### src/inc/sysint_pkg.sv
// Purpose: Shared constants and types for the system integration unit.
// Assumes: One 50 MHz clock stands in for the oscillator clock.
// Notes:   Register offsets are byte addresses on a 32-bit Avalon-MM slave.
package sysint_pkg;
	// ==========================================================
	// Register map
	localparam logic [3:0] ADDR_BREAK_WAIT   = 4'h0;
	localparam logic [3:0] ADDR_RESET_CAUSE  = 4'h4;
	localparam logic [3:0] ADDR_BREAK_FLAG   = 4'h8;
	localparam logic [3:0] ADDR_INT_ENABLE   = 4'hC;
	// Field positions.
	localparam int BIT_BREAK_WAIT_EXIT = 1;
	localparam int BIT_BREAK_FLAG_CLEAR_ENABLE            = 7;
	localparam int CAUSE_UV      = 1;
	localparam int CAUSE_MONITOR = 2;
	localparam int CAUSE_BADADDR = 3;
	localparam int CAUSE_BADOP   = 4;
	localparam int CAUSE_WDOG    = 5;
	localparam int CAUSE_PIN     = 6;
	localparam int CAUSE_POR     = 7;
	// Reset values.
	localparam logic [7:0] RESET_CAUSE_POR = 8'h80;
	localparam logic [7:0] INT_ENABLE_RST  = 8'h00;
	// ==========================================================
	// Timing constants, counted in oscillator cycles, then the prescaler width in bits and the interrupt count.
	localparam int UV_TRIP_CYCLES    = 9;
	localparam int STAB_CYCLES       = 4096;
	localparam int RELEASE_CYCLES    = 64;
	localparam int PIN_DRIVE_CYCLES  = 32;
	localparam int HOLD_CYCLES       = 32;
	localparam int PIN_QUAL_CYCLES   = 67;
	localparam int PRESCALE_WIDTH    = 13;
	localparam int NUM_IRQ           = 8;
	// ==========================================================
	// Sequencer states, Gray coded along the usual path.
	typedef enum logic [2:0] {
		SEQ_RUN   = 3'b000,
		SEQ_STAB  = 3'b001,
		SEQ_DRIVE = 3'b011,
		SEQ_HOLD  = 3'b010,
		SEQ_WAIT  = 3'b110,
		SEQ_STOP  = 3'b111
	} sysint_seq_t;
	// Interrupt grant handed to the CPU.
	typedef struct packed {
		logic       take;
		logic       trap;
		logic [2:0] vector;
	} sysint_grant_t;
endpackage : sysint_pkg

### src/core/sysint_unit.sv
// Purpose: Reset sequencing, prescale counter, interrupt arbitration, wait/stop and status registers.
// Assumes: Inputs synchronous to i_clock; the CPU strobes instruction-end, trap, wait, stop and return.
// Notes:   The oscillator falling edge is modelled by the single rising-edge clock of this block.
//
// The register addresses and register access over Avalon-MM are this design's own decisions.
`timescale 1ns/10ps
`default_nettype none
module sysint_unit #(
	parameter int STAB_COUNT = sysint_pkg::STAB_CYCLES  // Stabilisation and stop recovery length.
) (
	input  wire logic                      i_clock,          // Oscillator clock, 50 MHz.
	input  wire logic                      i_resetn,         // Synchronous reset, active low.
	input  wire logic                      i_por_pulse,      // Power-on pulse, high.
	input  wire logic                      i_supply_low,     // Supply at or below trip level.
	input  wire logic                      i_wdog_rst,       // Watchdog timeout request.
	input  wire logic                      i_badop_rst,      // Illegal opcode request.
	input  wire logic                      i_badaddr_rst,    // Illegal fetch address request.
	input  wire logic                      i_monitor_rst,    // Forced monitor entry request.
	input  wire logic                      i_ext_rst_pin,    // External reset pin level.
	input  wire logic                      i_wdog_disable,   // Watchdog disable configuration bit.
	input  wire logic [7:0]                i_irq,            // Hardware interrupt requests, bit 7 highest.
	input  wire logic                      i_instr_end,      // Current instruction completes.
	input  wire logic                      i_trap_instr,     // Software trap executed.
	input  wire logic                      i_return_instr,   // Interrupt return executed.
	input  wire logic                      i_wait_instr,     // Wait instruction executed.
	input  wire logic                      i_stop_instr,     // Stop instruction executed.
	input  wire logic                      i_break,          // Break state active.
	input  wire logic                      i_mask_bit,       // CPU interrupt mask bit.
	input  wire logic                      i_prescale_clr,   // Watchdog service clears bits 12..4.
	input  wire logic [3:0]                i_avs_address,    // Avalon byte address.
	input  wire logic                      i_avs_read,       // Avalon read.
	input  wire logic                      i_avs_write,      // Avalon write.
	input  wire logic [31:0]               i_avs_writedata,  // Avalon write data.
	input  wire logic [3:0]                i_avs_byteenable, // Avalon byte enables.
	output logic [31:0]                    o_avs_readdata,   // Avalon read data.
	output logic                           o_avs_waitrequest,// Avalon wait request.
	output logic                           o_rst_pin_oe,     // Drive external reset pin low.
	output logic                           o_rst_pin_out,    // Reset pin output level, always 0.
	output logic                           o_internal_reset, // Internal reset to CPU and modules.
	output logic                           o_bus_clk_en,     // Internal bus clock enable.
	output logic                           o_cpu_clk_en,     // CPU clock enable.
	output logic                           o_periph_clk_en,  // Peripheral clock enable.
	output logic                           o_clkgen_en,      // Clock generator outputs enable.
	output logic                           o_wdog_tick,      // Watchdog clock pulse.
	output logic                           o_wdog_run,       // Watchdog allowed to run.
	output logic                           o_set_mask,       // Set mask bit pulse.
	output logic                           o_clear_mask,     // Clear mask bit pulse.
	output sysint_pkg::sysint_grant_t      o_grant,          // Interrupt grant and vector.
	output logic                           o_uv_request      // Qualified undervoltage request.
);
	localparam int STAB_W = $clog2(STAB_COUNT + sysint_pkg::RELEASE_CYCLES + 1);

	// ==========================================================
	// Helpers
	// Highest set bit index, used for arbitration.
	function automatic logic [2:0] sysint_top(input logic [7:0] v);
		logic [2:0] idx;
		idx = 3'h0;
		for (int k = 0; k < 8; k++)
		begin
			if (v[k])
				idx = 3'(k);
		end
		return idx;
	endfunction : sysint_top

	sysint_pkg::sysint_seq_t seq_r;
	logic [STAB_W-1:0]  seq_cnt_r;
	logic [3:0]         uv_cnt_r;
	logic [12:0]        pre_r;
	logic [6:0]         pin_cnt_r;
	logic [7:0]         cause_r;
	logic               bw_flag_r;
	logic               break_flag_clear_enable_r;
	logic [7:0]         int_en_r;
	logic [7:0]         latch_r;
	logic               latched_r;
	logic [2:0]         latched_idx_r;
	logic               wake_r;
	logic               stop_wake_r;
	logic               rd_pend_r;
	logic               int_src;
	logic               pin_low;
	logic [7:0]         pend;
	logic               cause_clr;
	logic               wr_acc;
	logic               clear_ok;
	logic [STAB_W-1:0]  oe_run_r;

	assign int_src   = uv_cnt_r == 4'(sysint_pkg::UV_TRIP_CYCLES) || i_wdog_rst || i_badop_rst
	                   || i_badaddr_rst || i_monitor_rst;
	assign pin_low   = !i_ext_rst_pin && !o_rst_pin_oe; // Our own drive must not read back as a pin reset.
	assign pend      = latch_r & int_en_r;
	assign clear_ok  = !i_break || break_flag_clear_enable_r;
	assign wr_acc    = i_avs_write && !o_avs_waitrequest; // Writes land on the answering edge only.
	assign cause_clr = rd_pend_r && i_avs_address == sysint_pkg::ADDR_RESET_CAUSE && clear_ok;

	// ==========================================================
	// Undervoltage qualifier: counts consecutive low-supply cycles.
	always_ff @(posedge i_clock)
	begin
		if (!i_resetn || !i_supply_low)
			uv_cnt_r <= 4'h0;
		else if (uv_cnt_r != 4'(sysint_pkg::UV_TRIP_CYCLES))
			uv_cnt_r <= uv_cnt_r + 4'h1;
	end
	always_ff @(posedge i_clock)
	begin
		if (!i_resetn)
			o_uv_request <= 1'b0;
		else
			o_uv_request <= uv_cnt_r == 4'(sysint_pkg::UV_TRIP_CYCLES);
	end

	// ==========================================================
	// Prescale counter. Internal resets and stop clear it; the pin does not.
	always_ff @(posedge i_clock)
	begin
		if (!i_resetn || i_por_pulse || int_src || seq_r == sysint_pkg::SEQ_STOP)
			pre_r <= 13'h0000;
		else if (i_prescale_clr)
			pre_r <= {9'h000, pre_r[3:0]};
		else
			pre_r <= pre_r + 13'h0001;
	end
	always_ff @(posedge i_clock)
	begin
		if (!i_resetn)
			o_wdog_tick <= 1'b0;
		else
			o_wdog_tick <= pre_r == 13'h1FFF;
	end

	// ==========================================================
	// Reset sequencer. All resets preempt interrupts without arbitration.
	always_ff @(posedge i_clock)
	begin
		if (!i_resetn || i_por_pulse || (uv_cnt_r == 4'(sysint_pkg::UV_TRIP_CYCLES)))
		begin
			seq_r     <= sysint_pkg::SEQ_STAB;
			seq_cnt_r <= '0;
		end
		else if (int_src)
		begin
			seq_r     <= sysint_pkg::SEQ_DRIVE;
			seq_cnt_r <= '0;
		end
		else if (pin_low && seq_r != sysint_pkg::SEQ_STAB)
		begin
			seq_r     <= sysint_pkg::SEQ_HOLD;
			seq_cnt_r <= '0;
		end
		else
		begin
			seq_cnt_r <= seq_cnt_r + 1'b1;
			case (seq_r)
				sysint_pkg::SEQ_STAB:
					if (seq_cnt_r == STAB_W'(STAB_COUNT + sysint_pkg::RELEASE_CYCLES - 1))
						seq_r <= sysint_pkg::SEQ_RUN;
				sysint_pkg::SEQ_DRIVE:
					if (seq_cnt_r == STAB_W'(sysint_pkg::PIN_DRIVE_CYCLES - 1))
					begin
						seq_r     <= sysint_pkg::SEQ_HOLD;
						seq_cnt_r <= '0;
					end
				sysint_pkg::SEQ_HOLD:
					if (seq_cnt_r == STAB_W'(sysint_pkg::HOLD_CYCLES - 1))
						seq_r <= sysint_pkg::SEQ_RUN;
				sysint_pkg::SEQ_RUN:
				begin
					seq_cnt_r <= '0;
					if (i_stop_instr)
						seq_r <= sysint_pkg::SEQ_STOP;
					else if (i_wait_instr)
						seq_r <= sysint_pkg::SEQ_WAIT;
				end
				sysint_pkg::SEQ_WAIT:
				begin
					seq_cnt_r <= '0;
					if (|pend || i_break)
						seq_r <= sysint_pkg::SEQ_RUN;
				end
				sysint_pkg::SEQ_STOP:
				begin
					if (stop_wake_r)
					begin
						if (seq_cnt_r == STAB_W'(STAB_COUNT - 1))
							seq_r <= sysint_pkg::SEQ_RUN;
					end
					else
						seq_cnt_r <= '0;
				end
				default:
					seq_r <= sysint_pkg::SEQ_RUN;
			endcase
		end
	end
	// Stop exit request is remembered while the recovery delay runs.
	always_ff @(posedge i_clock)
	begin
		if (!i_resetn || seq_r != sysint_pkg::SEQ_STOP)
			stop_wake_r <= 1'b0;
		else if (|pend || i_break)
			stop_wake_r <= 1'b1;
	end

	// ==========================================================
	// Pin drive and clock enables, registered from the sequencer.
	always_ff @(posedge i_clock)
	begin
		if (!i_resetn)
		begin
			o_rst_pin_oe     <= 1'b1;
			o_internal_reset <= 1'b1;
			o_bus_clk_en     <= 1'b0;
			o_cpu_clk_en     <= 1'b0;
			o_periph_clk_en  <= 1'b0;
			o_clkgen_en      <= 1'b1;
			o_wdog_run       <= 1'b0;
		end
		else
		begin
			o_rst_pin_oe     <= seq_r == sysint_pkg::SEQ_DRIVE
			                    || (seq_r == sysint_pkg::SEQ_STAB
			                        && seq_cnt_r < STAB_W'(STAB_COUNT));
			o_internal_reset <= seq_r == sysint_pkg::SEQ_STAB || seq_r == sysint_pkg::SEQ_DRIVE
			                    || seq_r == sysint_pkg::SEQ_HOLD;
			o_bus_clk_en     <= seq_r == sysint_pkg::SEQ_RUN || seq_r == sysint_pkg::SEQ_WAIT;
			o_cpu_clk_en     <= seq_r == sysint_pkg::SEQ_RUN;
			o_periph_clk_en  <= seq_r == sysint_pkg::SEQ_RUN || seq_r == sysint_pkg::SEQ_WAIT;
			o_clkgen_en      <= seq_r != sysint_pkg::SEQ_STOP;
			o_wdog_run       <= !i_wdog_disable && seq_r != sysint_pkg::SEQ_STOP;
		end
	end
	assign o_rst_pin_out = 1'b0;

	// ==========================================================
	// External pin qualification counter.
	always_ff @(posedge i_clock)
	begin
		if (!i_resetn || !pin_low)
			pin_cnt_r <= 7'h00;
		else if (pin_cnt_r != 7'(sysint_pkg::PIN_QUAL_CYCLES))
			pin_cnt_r <= pin_cnt_r + 7'h01;
	end

	// ==========================================================
	// Reset-cause flags. A new cause wins over a clearing read.
	always_ff @(posedge i_clock)
	begin
		if (!i_resetn || i_por_pulse)
			cause_r <= sysint_pkg::RESET_CAUSE_POR;
		else if (uv_cnt_r == 4'(sysint_pkg::UV_TRIP_CYCLES))
			cause_r <= 8'h01 << sysint_pkg::CAUSE_UV;
		else if (i_wdog_rst)
			cause_r <= 8'h01 << sysint_pkg::CAUSE_WDOG;
		else if (i_badop_rst)
			cause_r <= 8'h01 << sysint_pkg::CAUSE_BADOP;
		else if (i_badaddr_rst)
			cause_r <= 8'h01 << sysint_pkg::CAUSE_BADADDR;
		else if (i_monitor_rst)
			cause_r <= 8'h01 << sysint_pkg::CAUSE_MONITOR;
		else if (pin_cnt_r == 7'(sysint_pkg::PIN_QUAL_CYCLES - 1) && seq_r != sysint_pkg::SEQ_STAB)
			cause_r <= 8'h01 << sysint_pkg::CAUSE_PIN;
		else if (cause_clr)
			cause_r <= 8'h00;
	end

	// ==========================================================
	// Break-wait flag. Setting wins over a software clear.
	always_ff @(posedge i_clock)
	begin
		if (!i_resetn || o_internal_reset)
			bw_flag_r <= 1'b0;
		else if (seq_r == sysint_pkg::SEQ_WAIT && i_break)
			bw_flag_r <= 1'b1;
		else if (wr_acc && i_avs_address == sysint_pkg::ADDR_BREAK_WAIT && i_avs_byteenable[0]
		         && !i_avs_writedata[sysint_pkg::BIT_BREAK_WAIT_EXIT] && clear_ok)
			bw_flag_r <= 1'b0;
	end

	// ==========================================================
	// Writable control registers.
	always_ff @(posedge i_clock)
	begin
		if (!i_resetn)
		begin
			break_flag_clear_enable_r   <= 1'b0;
			int_en_r <= sysint_pkg::INT_ENABLE_RST;
		end
		else if (wr_acc && i_avs_byteenable[0])
		begin
			if (i_avs_address == sysint_pkg::ADDR_BREAK_FLAG)
				break_flag_clear_enable_r <= i_avs_writedata[sysint_pkg::BIT_BREAK_FLAG_CLEAR_ENABLE];
			if (i_avs_address == sysint_pkg::ADDR_INT_ENABLE)
				int_en_r <= i_avs_writedata[7:0];
		end
	end

	// ==========================================================
	// Avalon slave: one wait cycle, data returned on the release edge.
	always_ff @(posedge i_clock)
	begin
		if (!i_resetn)
		begin
			o_avs_waitrequest <= 1'b1;
			o_avs_readdata    <= 32'h00000000;
			rd_pend_r         <= 1'b0;
		end
		else
		begin
			o_avs_waitrequest <= !((i_avs_read || i_avs_write) && o_avs_waitrequest);
			rd_pend_r         <= i_avs_read && o_avs_waitrequest;
			if (i_avs_read && o_avs_waitrequest)
			begin
				case (i_avs_address)
					sysint_pkg::ADDR_BREAK_WAIT:  o_avs_readdata <= {30'h0, bw_flag_r, 1'b0};
					sysint_pkg::ADDR_RESET_CAUSE: o_avs_readdata <= {24'h0, cause_r};
					sysint_pkg::ADDR_BREAK_FLAG:  o_avs_readdata <= {24'h0, break_flag_clear_enable_r, 7'h00};
					sysint_pkg::ADDR_INT_ENABLE:  o_avs_readdata <= {24'h0, int_en_r};
					default:                      o_avs_readdata <= 32'h00000000;
				endcase
			end
		end
	end

	// ==========================================================
	// Interrupt latch and arbitration. A latched winner holds until served or the mask bit is set.
	always_ff @(posedge i_clock)
	begin
		if (!i_resetn || o_internal_reset)
			latch_r <= 8'h00;
		else
			latch_r <= (latch_r | i_irq) & ~(o_grant.take && !o_grant.trap ? 8'h01 << o_grant.vector : 8'h00);
	end
	always_ff @(posedge i_clock)
	begin
		if (!i_resetn || o_internal_reset || i_mask_bit || o_grant.take)
			latched_r <= 1'b0;
		else if (!latched_r && |pend)
		begin
			latched_r     <= 1'b1;
			latched_idx_r <= sysint_top(pend);
		end
	end
	// Wake from wait: stacking one cycle after the wake condition.
	always_ff @(posedge i_clock)
	begin
		if (!i_resetn)
			wake_r <= 1'b0;
		else
			wake_r <= seq_r == sysint_pkg::SEQ_WAIT && |pend;
	end
	// Grant at instruction end, after a return, on wake, or on a trap.
	// The stacked frame omits the high index register; the CPU stacks the rest.
	always_ff @(posedge i_clock)
	begin
		if (!i_resetn || o_internal_reset)
		begin
			o_grant      <= '0;
			o_set_mask   <= 1'b0;
			o_clear_mask <= 1'b0;
		end
		else
		begin
			o_clear_mask <= seq_r == sysint_pkg::SEQ_RUN && i_wait_instr;
			o_grant      <= '0;
			o_set_mask   <= 1'b0;
			if (i_trap_instr)
			begin
				o_grant.take <= 1'b1;
				o_grant.trap <= 1'b1;
				o_set_mask   <= 1'b1;
			end
			else if (latched_r && !i_mask_bit && (i_instr_end || i_return_instr || wake_r))
			begin
				o_grant.take   <= 1'b1;
				o_grant.vector <= latched_idx_r;
				o_set_mask     <= 1'b1;
			end
		end
	end

	// ==========================================================
	// Checks.
	// Consecutive cycles the pin drive has stood, so drive length needs no long repetition.
	always_ff @(posedge i_clock)
	begin
		if (!i_resetn || !o_rst_pin_oe)
			oe_run_r <= '0;
		else
			oe_run_r <= oe_run_r + 1'b1;
	end
	a_uv_qualify: assert property (@(posedge i_clock) disable iff (!i_resetn)
		o_uv_request |-> $past(i_supply_low, 2)) else $error("Undervoltage request without low supply.");
	a_pin_drive_internal: assert property (@(posedge i_clock) disable iff (!i_resetn)
		(int_src && seq_r == sysint_pkg::SEQ_RUN) |-> ##2 o_rst_pin_oe) else $error("Pin not driven.");
	a_drive_length: assert property (@(posedge i_clock) disable iff (!i_resetn)
		($fell(o_rst_pin_oe) && $past(seq_r, 2) == sysint_pkg::SEQ_DRIVE)
		|-> oe_run_r == STAB_W'(sysint_pkg::PIN_DRIVE_CYCLES)) else $error("Pin drive length wrong.");
	a_prescale_run: assert property (@(posedge i_clock) disable iff (!i_resetn)
		(seq_r == sysint_pkg::SEQ_RUN && !int_src && !i_por_pulse && !i_prescale_clr && !i_stop_instr)
		|=> pre_r == $past(pre_r) + 13'h0001) else $error("Prescaler did not advance.");
	a_wdog_tick: assert property (@(posedge i_clock) disable iff (!i_resetn)
		o_wdog_tick |-> $past(pre_r) == 13'h1FFF) else $error("Watchdog tick off overflow.");
	a_trap_grant: assert property (@(posedge i_clock) disable iff (!i_resetn || o_internal_reset)
		i_trap_instr |=> o_grant.take && o_grant.trap) else $error("Trap not granted.");
	a_mask_blocks: assert property (@(posedge i_clock) disable iff (!i_resetn)
		(o_grant.take && !o_grant.trap) |-> !$past(i_mask_bit)) else $error("Grant while masked.");
	a_wait_clocks: assert property (@(posedge i_clock) disable iff (!i_resetn)
		seq_r == sysint_pkg::SEQ_WAIT ##1 seq_r == sysint_pkg::SEQ_WAIT |-> !o_cpu_clk_en && o_periph_clk_en)
		else $error("Wait clock gating wrong.");
	a_stop_clocks: assert property (@(posedge i_clock) disable iff (!i_resetn)
		seq_r == sysint_pkg::SEQ_STOP |=> !o_clkgen_en && pre_r == 13'h0000) else $error("Stop not gated.");
	a_cause_clear: assert property (@(posedge i_clock) disable iff (!i_resetn)
		(cause_clr && !int_src && !i_por_pulse && pin_cnt_r == 7'h00) |=> cause_r == 8'h00)
		else $error("Cause not cleared by read.");
	a_break_flag: assert property (@(posedge i_clock) disable iff (!i_resetn || o_internal_reset)
		(seq_r == sysint_pkg::SEQ_WAIT && i_break) |=> bw_flag_r) else $error("Break-wait flag not set.");
	c_uv_reset: cover property (@(posedge i_clock) disable iff (!i_resetn) o_uv_request);
	c_wait_wake: cover property (@(posedge i_clock) disable iff (!i_resetn) wake_r ##1 o_grant.take);
	c_stop_exit: cover property (@(posedge i_clock) disable iff (!i_resetn)
		seq_r == sysint_pkg::SEQ_STOP ##1 seq_r == sysint_pkg::SEQ_RUN);
	c_cause_read: cover property (@(posedge i_clock) disable iff (!i_resetn) cause_clr);
endmodule : sysint_unit
`default_nettype wire

### config.mk
export PLATFORM = sky130hd
export DESIGN_NAME = sysint_unit
export DESIGN_NICKNAME = d
export VERILOG_FILES = /design/src/inc/sysint_pkg.sv /design/src/core/sysint_unit.sv
export SDC_FILE = /design/constraint.sdc
export NUM_CORES = 1
export LEC_CHECK = 0
export BUFFER_PORTS_ARGS = -buffer_cell sky130_fd_sc_hd__buf_2
export CAP_MARGIN = 10
export CORE_ASPECT_RATIO = 0.5
export CORE_UTILIZATION = 56
export DETAILED_ROUTE_END_ITERATION = 16
export PLACE_DENSITY = 0.83
export SYNTH_ARGS = -nofsm -noshare
export SYNTH_HDL_FRONTEND = slang
export SYNTH_SLANG_ARGS = --single-unit
export TNS_END_PERCENT = 100
### constraint.sdc
create_clock -name i_clock -period 4.1 [get_ports i_clock]
set_clock_uncertainty 0.15 [all_clocks]
set_input_delay 0.205 -clock i_clock [delete_from_list [all_inputs] [get_ports i_clock]]
set_output_delay 0.205 -clock i_clock [all_outputs]
set_load 0.02 [all_outputs]
Word-level counts from Yosys, hierarchy flattened. Index checks and enable logic that the tools add are counted.

Register bits: 119. Bits in latches: 0. RAM bits: 0. ROM bits: 0. Bits of input ports: 68. Output and inout bits: 50. Word-level logic and storage cells: 210. Memories kept: 0.

$add $sub $neg: 4. $mul: 0. Div/mod/pow operators: 0. Order comparisons: 1. Equality and inequality tests: 39. Shifts and indexed selects: 1. Muxes and demuxes: 34. Bitwise operators: 6. Reductions and logical operators: 86.

Operators by type and width (number): $mux 8 (8); $pmux 13 s3 (1); $pmux 8 s4 (1); $mux 3 (10); $add 13x1->13 const B (2); $eq 13x13->1 const B (2); $mux 13 (2); $ne 4x4->1 const B (6); $logic_or 1x1->1 (23); $logic_and 1x1->1 (22); $reduce_and 7->1 (3); $ne 3x3->1 const B (6); $pmux 3 s6 (1); $and 8x8->8 (2); $eq 13x12->1 const B (1); $eq 13x5->1 const B (1); $logic_not 1->1 (13); $lt 13x13->1 const B (1); $eq 4x4->1 const B (3); $ne 2x2->1 const B (5); $reduce_or 2->1 (5); $reduce_or 3->1 (3); $mux 2 (4); $not 8->8 (1); 31 further kinds (45).

Depth between registers and ports, before layout.
Depth after elaboration: 10. Mapped depth: 8. Mapped depth without buffers: 6.

Least setup slack after synthesis. OpenSTA, ideal clock, no wires.

Path kind: reg-to-reg. Start point: register seq_cnt_r[0]. End point: register seq_cnt_r[10]. Library setup time: 0.117 ns. Arrival time: 1.448 ns. Data required time: 3.833 ns. Slack: 2.385 ns. Cell stages (with the launch flop): 7. Buffers on the path: 1. Clock period less this slack: 1.715 ns. Path through: dfxtp_1 -> ha_1 -> and4b_1 -> nand4_1 -> o2111ai_1 -> buf_2 -> nor2_1.

Longest elaborated chain between the ends: 3. Elaborated cells between the ends (all ways): 5. Classes of those cells: 1 x add/sub; 1 x eq/ne; 3 x mux.

Ends and longest elaborated chain: start, declared (line sysint_unit.sv:68) `logic [STAB_W-1:0] seq_cnt_r;`; start signal, assigned (line sysint_unit.sv:155) `seq_cnt_r <= seq_cnt_r + 1'b1;`; $add 13x1->13 / $eq 13x5->1 (equally long branches) (line sysint_unit.sv:155, sysint_unit.sv:161); $mux 13, on equally long branches (line sysint_unit.sv:185, sysint_unit.sv:161); $pmux 13 s3 * (line sysint_unit.sv:156) `case (seq_r)`.

Mark *: on every way between the ends. The rest lies on a longest branch, timed or not. A chain may end at the register's enable or synchronous reset.

Worst setup path after layout.
Start point: register seq_r[0]. End point: register cause_r[2].

Longest elaborated chain between the ends: 4. Elaborated cells between the ends (all ways): 5. Classes of those cells: 1 x eq/ne; 2 x mux; 2 x reduce/logical.

Ends and longest elaborated chain: start, declared (line sysint_unit.sv:67) `sysint_pkg::sysint_seq_t seq_r;`; start signal, assigned (line sysint_unit.sv:140) `seq_r <= sysint_pkg::SEQ_STAB;`; start signal, assigned (line sysint_unit.sv:145) `seq_r <= sysint_pkg::SEQ_DRIVE;`; start signal, assigned (line sysint_unit.sv:150) `seq_r <= sysint_pkg::SEQ_HOLD;`; $ne 3x1->1 * (line sysint_unit.sv:263) `else if (pin_cnt_r == 7'(sysint_pkg::PIN_QUAL_CYCLES - 1) && seq_r != sysint_pkg::SEQ_STAB)`; $logic_and 1x1->1 * (line sysint_unit.sv:263); $mux 8 (line sysint_unit.sv:263); $mux 8 (line sysint_unit.sv:261) `else if (i_monitor_rst)`; end signal, assigned (line sysint_unit.sv:260) `cause_r <= 8'h01 << sysint_pkg::CAUSE_BADADDR;`; end signal, assigned (line sysint_unit.sv:262) `cause_r <= 8'h01 << sysint_pkg::CAUSE_MONITOR;`; end signal, assigned (line sysint_unit.sv:264) `cause_r <= 8'h01 << sysint_pkg::CAUSE_PIN;`; end, declared (line sysint_unit.sv:72) `logic [7:0] cause_r;`.

Marks and branches as above.

==> flow_metrics.py <==
metrics = {
    "run_status": {
        "result_of_the_run": "finished, violations left",
        "violations": "design-rule violations, negative hold slack",
    },
    "synth": {
        "synth_seq_area_share": 0.448,
        "synth_compound_area_frac": 0.107,
        "yosys.area.top_type_share": 0.427,
        "post_synth_mux_area_share": 0.0302,
        "asyncSetResetFlopFracSynth": 0,
        "synthDistinctLibCells": 60,
        "synth_simple_gate_area_frac": 0.260,
        "yosys.cell_count.top_type": "dfxtp_1",
        "synth_common_cells": "92 x dfxtp_1, 71 x nor2_1, 28 x buf_4, 26 x nand2_1, 21 x nor3_1",
        "yosys.area_share.xor_xnor": 0.0630,
        "synthesis.yosys.warnings": 0,
        "largest_cells_by_area_after_synthesis": "dfxtp_1 43%, nor2_1 6.2%, buf_4 4.9%, xnor2_1 3.5%, mux2i_1 3.0%",
        "synth_top_flop_cell": "dfxtp_1",
        "yosysTopAreaCell": "dfxtp_1",
        "mapped_avg_cell_area_sq_um": 9.04,
        "syn-cell-area_sq_um": 4310,
        "synthCells": 477,
        "synth_top_family_by_area": "simple AND/OR/NAND/NOR gates",
        "ys_ff_latch": 95,
        "count_of_flip_flops_with_a_built_in_enable_after_synthesis": 3,
        "synth-adder-area-share": 0.0174,
    },
    "grt": {
        "maximum_number_of_pins_on_one_net_before_global_route_repair": 23,
        "grtUsageTotal": 0.253,
        "antenna_violations_before_repair": 0,
        "gr_ovfl_total": 0,
        "grt_pass1_vias": 3512,
        "global_route_wire_length_before_repair_um": 16000,
    },
    "power": {
        "ir_worst_vdd_uv": 226,
        "clock_power_share": 0.477,
        "power_density_nw_per_um2": 396,
        "internal_power_mw": 1.61,
        "p_leak_nw": 2.04,
        "sw_frac_of_total": 0.209,
        "power.net_switching_mw": 0.425,
        "power.sequential.fraction": 0.463,
        "combPwrFrac": 0.059,
    },
    "worst_setup_path": {
        "worstPathMaxFanout": 14,
        "reg_to_reg_slack_setup_ns": 1.43,
        "cp.arrival_ns": 2.80,
        "worstSetupPathType": "reg2reg",
        "setup.worst_path.start_class": "register",
        "cp-end-kind": "register",
        "critical_path_required_ns": 4.23,
    },
    "final_layout": {
        "drive_gt1_frac": 0.158,
        "area_delta_synth_final_pct": 19.1,
        "multiInputGateArea_sq_um": 2150,
        "end_of_flow_core_utilization": 0.696,
        "final.fill_count": 541,
        "final-seq-area_sq_um": 1930,
        "finish.net_count": 632,
        "insertedDiodeCount": 0,
    },
    "detailed_routing": {
        "detailedRoute.firstPassIterationCount": 11,
        "dr.first_iter.drc_count": 259,
        "routed_wirelength_um": 9780,
        "drc": 1,
        "post_drt_via_cell_ratio": 5.72,
        "dr_total_vias": 3767,
        "ant_nets": 0,
        "routed_wire_length_per_instance_um": 14.8,
    },
    "cts": {
        "cts_max_path_buffers": 2,
        "cts_sinks": 95,
        "cts_tree": "built",
        "ctsRootBufferMaster": "clkbuf_16",
        "worstSkewPairLatency_ns": 0.34,
        "cts_max_level": 3,
        "tritoncts.num_buffers": 9,
        "clock_transition_at_path_regs_ns": 0.07,
        "postCtsSetupBuffers": 0,
    },
    "floorplan": {
        "die-height_um": 64.0,
        "fp.dieArea_sq_um": 8070,
        "floorplan.die.width_um": 126,
        "initial_utilization": 0.584,
        "num_io_pins": 118,
        "core_sq_um": 7380,
        "placementRows": 22,
    },
    "sta": {
        "rsz_0062_raised_after_global_routing": "no",
        "tightest_slew_ns": 0.896,
        "slew_viol_final": 0,
        "final.setup.tns_ns": 0,
        "report.final.setup_viol": 0,
        "max_slew_margin": 0.402,
        "maxClockFrequency_mhz": 375,
        "report.final.hold_viol_count": 1,
        "post-route-min-period_ns": 2.67,
        "holdWs_ns": -0.000833,
        "finalCritPeriodShare": 0.651,
    },
    "min_path": {
        "holdCritPathClass": "in2reg",
    },
    "flow_run": {
        "maxCapViolCount": 0,
    },
    "place": {
        "port-buffer-count": 65,
        "post-dp-hpwl_um": 6340,
        "routabilityCongestion": 0.884,
    },
}
## flip-flops by register name, indices dropped and copies added (netlist names), 3 cells and up
name and cells:
o_avs_readdata 8, cause_r 7, int_en_r 8, latch_r 8
latched_idx_r 3, pin_cnt_r 7, o_grant 5, pre_r 13
uv_cnt_r 4, seq_cnt_r 13, seq_r 3
## power by group through the flow
stage          logic, mW  clock network, mW  registers, mW
4_1_cts            0.117              0.981          0.943
6_report           0.121              0.972          0.943
5_1_grt            0.130               1.02          0.944
2_1_floorplan     0.0764                  0          0.967
3_5_place_dp       0.101                  0          0.964
3_3_place_gp      0.0995                  0          0.963
## path summary, 6_finish.rpt
path,startpoint,end,depth (start not counted)
setup / recovery,seq_r[0],cause_r[2],5
hold / removal,i_por_pulse,cause_r[1],3
setup reg to reg,seq_r[0],cause_r[2],5
hold reg to reg,latched_idx_r[2],o_grant[2],1
## through the flow
stage / setup slack (ns) / instances / instance area [sq um] / power [mW]
2_1_floorplan: 2.38 / 501 / 4400 / 1.04
3_3_place_gp: 1.90 / 622 / 4570 / 1.06
3_5_place_dp: 1.88 / 622 / 4570 / 1.06
4_1_cts: 1.58 / 659 / 5130 / 2.04
5_1_grt: 1.29 / 659 / 5130 / 2.10
6_report: 1.43 / 659 / 5130 / 2.04
## timing repair
action | in CTS | in global routing
hold endpoints to repair | 20 | 0
gates resized for setup | 0 | 0
hold buffers | 21 | 0
## placed cells by master, fill, tap and decap left out, types with 2 or more instances in the layout
| master | count |
|---|---|
| ha_1 | 6 |
| a31oi_1 | 5 |
| nand2b_1 | 7 |
| a41oi_1 | 5 |
| nor3b_1 | 2 |
| inv_1 | 11 |
| a22oi_1 | 6 |
| o31ai_1 | 2 |
| bufinv_16 | 3 |
| clkbuf_16 | 9 |
| nand3b_1 | 4 |
| and2_1 | 8 |
| nor2b_1 | 6 |
| a221oi_1 | 5 |
| xnor2_1 | 17 |
| clkbuf_8 | 2 |
| o21ai_0 | 16 |
| nand2_1 | 26 |
| and3_1 | 8 |
| a21oi_1 | 11 |
| nor4_1 | 10 |
| nand4_1 | 12 |
| and4_1 | 2 |
| buf_2 | 65 |
| dlygate4sd3_1 | 21 |
| mux2i_1 | 13 |
| or3_1 | 2 |
| a32oi_1 | 2 |
| nand3_1 | 19 |
| a22o_1 | 3 |
| and4b_1 | 2 |
| nor3_1 | 21 |
| and3b_1 | 2 |
| or2_2 | 2 |
| edfxtp_1 | 3 |
| xor2_1 | 14 |
| a211oi_1 | 3 |
| conb_1 | 25 |
| nor2_1 | 71 |
| dfxtp_1 | 92 |
## worst max-delay path: stages, from the launching register on
cell and delay (ns):
dfxtp_1 0.59, nor3b_1 0.50, nand4b_1 0.35, a31oi_1 0.13, nor4b_1 0.26, dlygate4sd3_1 0.62
## final cells by class
cell class,instances,share of cell area
well taps,96,0.0234
inverters,11,0.00804
repair buffers,86,0.104
flip-flops and latches,95,0.376
multi-input cells,355,0.419
clock buffers,11,0.0492
clock inverters,5,0.0202
## cells by family after synthesis
kind of cell	Yosys count
flops	95
buf+inv	51
compound gates	67
simple gates	213
other cells	1
fa+ha+maj	6
mux	13
xor+xnor	31
## per-layer routing
metal	wire (um)	track usage	share of wire	vias up
met4	280	0.125	0.029	0
met2	4650	0.439	0.48	171
met1	4140	0.296	0.42	1754
li1	-	-	-	1808
met3	710	0.0645	0.073	34
met5	0	0	0	-
Power figures use the tool's default switching activity.
